$ cat config.mk
export PLATFORM = sky130hd
export DESIGN_NAME = alc_top
export DESIGN_NICKNAME = d
export VERILOG_FILES = /design/src/alc_pkg.sv /design/src/alc_filter.sv /design/src/alc_top.sv
export SDC_FILE = /design/constraint.sdc
export NUM_CORES = 1
export LEC_CHECK = 0
export ABC_AREA = 0
export BUFFER_PORTS_ARGS = -buffer_cell sky130_fd_sc_hd__buf_2
export CAP_MARGIN = 10
export CORE_MARGIN = 2
export CORE_UTILIZATION = 34
export CTS_BUF_LIST = sky130_fd_sc_hd__clkbuf_4
export CTS_CLUSTER_DIAMETER = 50
export DETAILED_ROUTE_END_ITERATION = 16
export GPL_ROUTABILITY_DRIVEN = 0
export SLEW_MARGIN = 20
export SYNTH_ARGS = -nofsm -noshare
export SYNTH_HDL_FRONTEND = slang
export SYNTH_SLANG_ARGS = --single-unit
export TNS_END_PERCENT = 5
$ cat constraint.sdc
create_clock -name pclk -period 4.6 [get_ports pclk]
set_input_delay 0.69 -clock pclk [delete_from_list [all_inputs] [get_ports pclk]]
set_output_delay 0.69 -clock pclk [all_outputs]
set_load 0.01 [all_outputs]
$ cat src/alc_pkg.sv
// shared constants and types for the automatic exterior lighting controller
package alc_pkg;
  localparam int unsigned CLK_HZ        = 100_000_000;
  localparam int unsigned FAULT_TIME_MS = 300;
  localparam int unsigned DEBOUNCE_MS   = 100;
  localparam int unsigned FAULT_CYCLES  = FAULT_TIME_MS * (CLK_HZ / 1000);
  localparam int unsigned DEBOUNCE_CYC  = DEBOUNCE_MS * (CLK_HZ / 1000);
  localparam int unsigned CNT_W         = 25;

  // voltages are sampled in millivolts
  localparam int unsigned MV_W          = 16;
  localparam logic [15:0] TAIL_ON_MV    = 16'h06ea;
  localparam logic [15:0] TAIL_OFF_MV   = 16'h0d8e;
  localparam logic [15:0] HEAD_ON_MV    = 16'h0276;
  localparam logic [15:0] HEAD_OFF_MV   = 16'h03fc;
  localparam logic [15:0] SUPPLY_LO_MV  = 16'h0fa0;
  localparam logic [15:0] SUPPLY_HI_MV  = 16'h1770;

  localparam logic [11:0] CTRL_OFS      = 12'h000;
  localparam logic [11:0] STATUS_OFS    = 12'h004;
  localparam int unsigned CTRL_AUTO_BIT = 0;
  localparam logic        CTRL_AUTO_RST = 1'b1;

  typedef struct packed {
    logic             out;
    logic [CNT_W-1:0] cnt;
  } alc_flt_t;

  typedef struct packed {
    logic        auto_en;
    logic        supply_en;
    logic        oor;
    logic        tail_hyst;
    logic        head_hyst;
    logic        tail_relay;
    logic        head_relay;
    logic [31:0] prdata;
    logic        pready;
    logic        pslverr;
  } alc_state_t;
endpackage : alc_pkg

$ cat src/alc_filter.sv
// persistence filter: output follows input only after it has differed long enough
module alc_filter #(
  parameter int unsigned CYCLES = alc_pkg::DEBOUNCE_CYC
) (
  input  wire logic pclk,
  input  wire logic presetn,
  input  wire logic raw,
  output logic      filt
);
  localparam logic [alc_pkg::CNT_W-1:0] LAST = alc_pkg::CNT_W'(CYCLES - 1);

  alc_pkg::alc_flt_t st_reg;
  alc_pkg::alc_flt_t st_next;

  always_comb begin
    st_next = st_reg;
    if (raw == st_reg.out) begin
      st_next.cnt = '0;
    end else if (st_reg.cnt >= LAST) begin
      st_next.out = raw;
      st_next.cnt = '0;
    end else begin
      st_next.cnt = st_reg.cnt + 1'b1;
    end
  end

  always_ff @(posedge pclk or negedge presetn) begin
    if (!presetn) begin
      st_reg <= '0;
    end else begin
      st_reg <= st_next;
    end
  end

  assign filt = st_reg.out;
endmodule : alc_filter

$ cat src/alc_top.sv
// automatic lamp control: sensor supply, fault filter, hysteresis, debounce, relays
//
// How it works
// RULE_01: run and aux feeds on with auto switch: tail and head follow the sensor.
// RULE_02: only run feed on with auto switch: tail follows sensor, head stays manual.
// RULE_03: sensor supply on while run or accessory feed is on; monitored when on.
// RULE_04: supply below 4 V or above 6 V counts as out of range.
// RULE_05: fault flag sets after 300 ms out of range, clears after 300 ms in range.
// RULE_06: while the fault flag is set, the head lamps stay on under automatic control.
// RULE_07: tail request on at 1.77 V or below, off at 3.47 V or above.
// RULE_08: head request on at 0.63 V or below, off at 1.02 V or above.
// RULE_09: on and off decisions pass a 100 ms debounce before the relays change.
// RULE_10: without auto switch or feeds, relays follow the manual lighting switch.
//
// The register offsets and the APB interface to the registers are this design's own decisions.
module alc_top #(
  parameter int unsigned FAULT_CYCLES    = alc_pkg::FAULT_CYCLES,
  parameter int unsigned DEBOUNCE_CYCLES = alc_pkg::DEBOUNCE_CYC
) (
  input  wire logic                      pclk,
  input  wire logic                      presetn,
  input  wire logic                      psel,
  input  wire logic                      penable,
  input  wire logic                      pwrite,
  input  wire logic [11:0]               paddr,
  input  wire logic [31:0]               pwdata,
  output logic [31:0]                    prdata,
  output logic                           pready,
  output logic                           pslverr,
  input  wire logic                      ignition_run_feed,
  input  wire logic                      ignition_aux_feed,
  input  wire logic                      accessory_feed,
  input  wire logic                      auto_switch,
  input  wire logic                      manual_tail_req,
  input  wire logic                      manual_head_req,
  input  wire logic [alc_pkg::MV_W-1:0]  sensor_mv,
  input  wire logic [alc_pkg::MV_W-1:0]  supply_mv,
  output logic                           sensor_supply_en,
  output logic                           tail_relay,
  output logic                           head_low_relay,
  output logic                           supply_fault
);
  alc_pkg::alc_state_t st_reg;
  alc_pkg::alc_state_t st_next;

  logic fault_in;
  logic fault_flt;
  logic tail_flt;
  logic head_flt;
  logic auto_tail;
  logic auto_head;
  logic setup_ph;
  logic access_ph;
  logic map_hit;
  logic [31:0] status_word;

  // while the supply is off nothing is measured, so the flag is frozen
  assign fault_in = st_reg.supply_en ? st_reg.oor : fault_flt;

  // RULE_05 fault persistence
  alc_filter #(.CYCLES(FAULT_CYCLES)) u_fault_flt (
    .pclk    (pclk),
    .presetn (presetn),
    .raw     (fault_in),
    .filt    (fault_flt)
  );

  // RULE_09 tail debounce
  alc_filter #(.CYCLES(DEBOUNCE_CYCLES)) u_tail_flt (
    .pclk    (pclk),
    .presetn (presetn),
    .raw     (st_reg.tail_hyst),
    .filt    (tail_flt)
  );

  // RULE_09 head debounce
  alc_filter #(.CYCLES(DEBOUNCE_CYCLES)) u_head_flt (
    .pclk    (pclk),
    .presetn (presetn),
    .raw     (st_reg.head_hyst),
    .filt    (head_flt)
  );

  // RULE_01 head under auto
  assign auto_head = st_reg.auto_en & auto_switch & ignition_run_feed & ignition_aux_feed;
  // RULE_02 tail-only auto
  assign auto_tail = st_reg.auto_en & auto_switch & ignition_run_feed;

  assign setup_ph  = psel & ~penable;
  assign access_ph = psel & penable & st_reg.pready;
  assign map_hit   = (paddr == alc_pkg::CTRL_OFS) || (paddr == alc_pkg::STATUS_OFS);

  assign status_word = {24'h000000, head_flt, tail_flt, st_reg.head_hyst, st_reg.tail_hyst,
                        st_reg.supply_en, fault_flt, st_reg.head_relay, st_reg.tail_relay};

  always_comb begin
    st_next = st_reg;

    // RULE_03 sensor supply
    st_next.supply_en = ignition_run_feed | accessory_feed;

    // RULE_04 supply window
    st_next.oor = st_reg.supply_en &&
                  ((supply_mv < alc_pkg::SUPPLY_LO_MV) || (supply_mv > alc_pkg::SUPPLY_HI_MV));

    // hysteresis holds between thresholds; the reading only counts while powered
    if (st_reg.supply_en) begin
      // RULE_07 tail thresholds
      if (sensor_mv <= alc_pkg::TAIL_ON_MV) begin
        st_next.tail_hyst = 1'b1;
      end else if (sensor_mv >= alc_pkg::TAIL_OFF_MV) begin
        st_next.tail_hyst = 1'b0;
      end
      // RULE_08 head thresholds
      if (sensor_mv <= alc_pkg::HEAD_ON_MV) begin
        st_next.head_hyst = 1'b1;
      end else if (sensor_mv >= alc_pkg::HEAD_OFF_MV) begin
        st_next.head_hyst = 1'b0;
      end
    end

    // RULE_10 manual fallback
    st_next.tail_relay = auto_tail ? tail_flt : manual_tail_req;
    // RULE_06 fault forces head on
    st_next.head_relay = auto_head ? (head_flt | fault_flt) : manual_head_req;

    // apb: answer is prepared in the setup cycle so pready leaves a flop
    st_next.pready = setup_ph;
    if (setup_ph) begin
      st_next.pslverr = ~map_hit;
      st_next.prdata  = 32'h00000000;
      if (!pwrite && paddr == alc_pkg::CTRL_OFS) begin
        st_next.prdata[alc_pkg::CTRL_AUTO_BIT] = st_reg.auto_en;
      end else if (!pwrite && paddr == alc_pkg::STATUS_OFS) begin
        st_next.prdata = status_word;
      end
    end else if (access_ph) begin
      st_next.pslverr = 1'b0;
    end
    if (access_ph && pwrite && paddr == alc_pkg::CTRL_OFS) begin
      st_next.auto_en = pwdata[alc_pkg::CTRL_AUTO_BIT];
    end
  end

  always_ff @(posedge pclk or negedge presetn) begin
    if (!presetn) begin
      st_reg         <= '0;
      st_reg.auto_en <= alc_pkg::CTRL_AUTO_RST;
    end else begin
      st_reg <= st_next;
    end
  end

  assign prdata           = st_reg.prdata;
  assign pready           = st_reg.pready;
  assign pslverr          = st_reg.pslverr;
  assign sensor_supply_en = st_reg.supply_en;
  assign tail_relay       = st_reg.tail_relay;
  assign head_low_relay   = st_reg.head_relay;
  assign supply_fault     = fault_flt;
endmodule : alc_top
==> metrics <==
f_max=0.429 GHz; FP Rows=44; Final Worst Setup Slack=2.27 ns; cell taking the most area after synthesis=dfrtp_1; Post-Synth Adder-Cell Area=0.00756; sequential share of the synthesized area=0.479; die span in x=125 microns; post-route ant nets=0; Num CTS Buffers=9; Synth Area in Compound Gates=0.0645; Synth Warn #=0; IO buf count=69; Post-CTS Hold Fix Bufs=0; simple-gate share of the synthesized area=0.246; PD cells=256 nW/um^2; Worst setup EP type=flip-flop; reg2reg start=u_fault_flt.st_reg[0]$_DFF_PN0_; grt ovf=0; Vias=3,707; fill cell count=1,479; post-place setup slack=2.21 ns; hold crit path type=in -> async; WL/cell=12.8 microns; Layout Nets=666; asr flop ratio synth=1.00; xor and xnor fraction of the mapped netlist area=0.122; Tcrit/Tclk final=0.507; final instance area=5490 sq um; CTS tree=built; Post-CTS Setup Bufs=0; Total GRT Usage=0.131; Req. time, crit path=4.98 ns; Crit Path Max Fanout=25; CTS max path bufs=2; Yosys cell types=53; final WL=9800 microns; drt drc=0; outcome=completed; slew at the pin closest to its max-slew limit=0.914 ns; Post-synth EDFFs=0; TritonRoute pass-1 iters=4; vias in the first global route=3,681; first-pass GRT wire length=16,900 microns; Yosys top cell area share=0.474; root buffer cell=clkbuf_4; dominant cells by area after synthesis=dfrtp_1 47%, xor2_1 8.5%, nor2_1 6.2%; WP data arrival=2.71 ns; Clock Sink Count=95; crit path cell chain=ha_1 > a21oi_1 > nor3_1 > o2111a_1 > or4_1 > nor2_1; DR iter-0 viols=152; vias per cell=4.85; top_reg_cell synth=dfrtp_1; Final Skew=0.0188 ns; Die Area=15,600 sq um; final max-slew violation count=0; largest family of logic cells by synthesized area=simple AND/OR/NAND/NOR gates; Setup crit start=u_fault_flt.st_reg[0]$_DFF_PN0_; Cells after Synth=512; Final Hold Viols=0; initial antenna violation count=1; Crit Path Class=reg -> reg; Total Power=1400 uW; CTS H-tree lvls=3; clock slew at reported path FFs=0.15 ns; MaxCap Viol Count=0; #FFs+latches synth=95; post-placement cell area=5350 sq um; post-route minimum period=2.33 ns; largest net degree at the start of global routing=53; Final setup viols=0; CP max stage cell=or4_1; Finished Core Util=0.380; Rel. slew slack=0.386; RSZ-0062 raised after global routing=false; Static Leak=0.00241 uW; clock latency on the worst-skew pair=0.46 ns; Setup TNS=0 ns; post-synthesis mux area share=0.0134; post-cts gate resize count=0; fraction of layout cells with a size suffix above 1=0.186; core area=14,400 sq um; Crit path largest cell delay=0.88 ns; Layout area overhead=10.5%; Detailed Place HPWL=7060 microns; mapped cell area=4970 sq um; die height=125 microns; Setup crit start kind=flip-flop; Mapped Avg Cell Area=9.70 sq um; worst vdd ir=114 uV; initial core utilization=0.344; Top Ports=125
## per-layer routing
layer  up-vias  track usage  wire (microns)
met3        17       0.0331             393
li1       1845            -               -
met4         0       0.0614             229
met1      1765        0.165            4600
met2        80        0.213            4590
met5         -            0               0
## cell type report
cell class | count | area, sq um | area share
inverters | 6 | 22.5 | 0.00411
repair buffers | 70 | 355 | 0.0648
well taps | 184 | 230 | 0.0420
diodes | 1 | 2.50 | 0.000456
multi-input cells | 394 | 2360 | 0.431
clock buffers | 10 | 75.1 | 0.0137
flip-flops and latches | 95 | 2380 | 0.434
clock inverters | 5 | 58.8 | 0.0107
## final timing paths
check	endpoint	slack [ns]	cells after the start
worst max-delay path	u_fault_flt.st_reg[18]$_DFF_PN0_	2.27	6
worst min-delay path	u_fault_flt.st_reg[20]$_DFF_PN0_	0.23	1
max in group asynchronous	u_head_flt.st_reg[10]$_DFF_PN0_	3.39	2
worst max register to register	u_fault_flt.st_reg[18]$_DFF_PN0_	2.27	6
min in group pclk	st_reg[36]$_DFFE_PN0P_	0.41	2
worst min register to register	prdata[0]$_DFFE_PN0P_	0.50	2
## stage by stage
| step | hold WS [ns] | cells |
|---|---|---|
| 6_report | 0.225 | 765 |
| 5_1_grt | 0.255 | 765 |
| 4_1_cts | 0.214 | 764 |
| 3_5_place_dp | 0.482 | 749 |
| 3_3_place_gp | 0.468 | 749 |
| 2_1_floorplan | 0.394 | 537 |
## power breakdown
part           internal [uW]  total [uW]  switching [uW]
clock network            170         445             275
logic                   36.5        99.9            63.5
registers                846         858            12.2
total                   1050        1400             351
## logic make-up after synthesis
family / after synthesis
other cells: 1
flops: 95
buf+inv: 48
compound gates: 45
xor+xnor: 69
fa+ha+maj: 3
mux: 6
simple gates: 245
## synth_stat cells, drive strengths merged (6+ instances only)
cell / instances
xor2: 48
inv: 6
nor4: 10
and3: 8
nand4: 23
a21oi: 11
nand2: 40
nor3: 12
nand3: 34
nor2: 92
a22o: 8
xnor2: 21
buf: 39
or4: 6
dfrtp: 94
## cells in the final DEF (no fill, tap or decap), types with 6 or more instances in the layout
master,instances
nand2_1,40
nor3_1,12
and3_1,8
nor2_2,10
dfrtp_1,94
conb_1,26
nand4_1,23
buf_2,68
nor4_1,8
clkbuf_4,10
a22o_1,8
xor2_1,48
nor2_1,82
inv_1,6
a21oi_1,11
xnor2_1,21
nand3_1,34
## worst max-delay path: cells and delay by family (launching register included)
| kind | cells | cell delay, ns |
|---|---|---|
| adders and majority gates | 1 | 0.25 |
| and+or+nand+nor | 3 | 1.20 |
| AOI/OAI and AO/OA | 2 | 0.36 |
| DFF | 1 | 0.45 |
(Power assumes the default switching activity.)
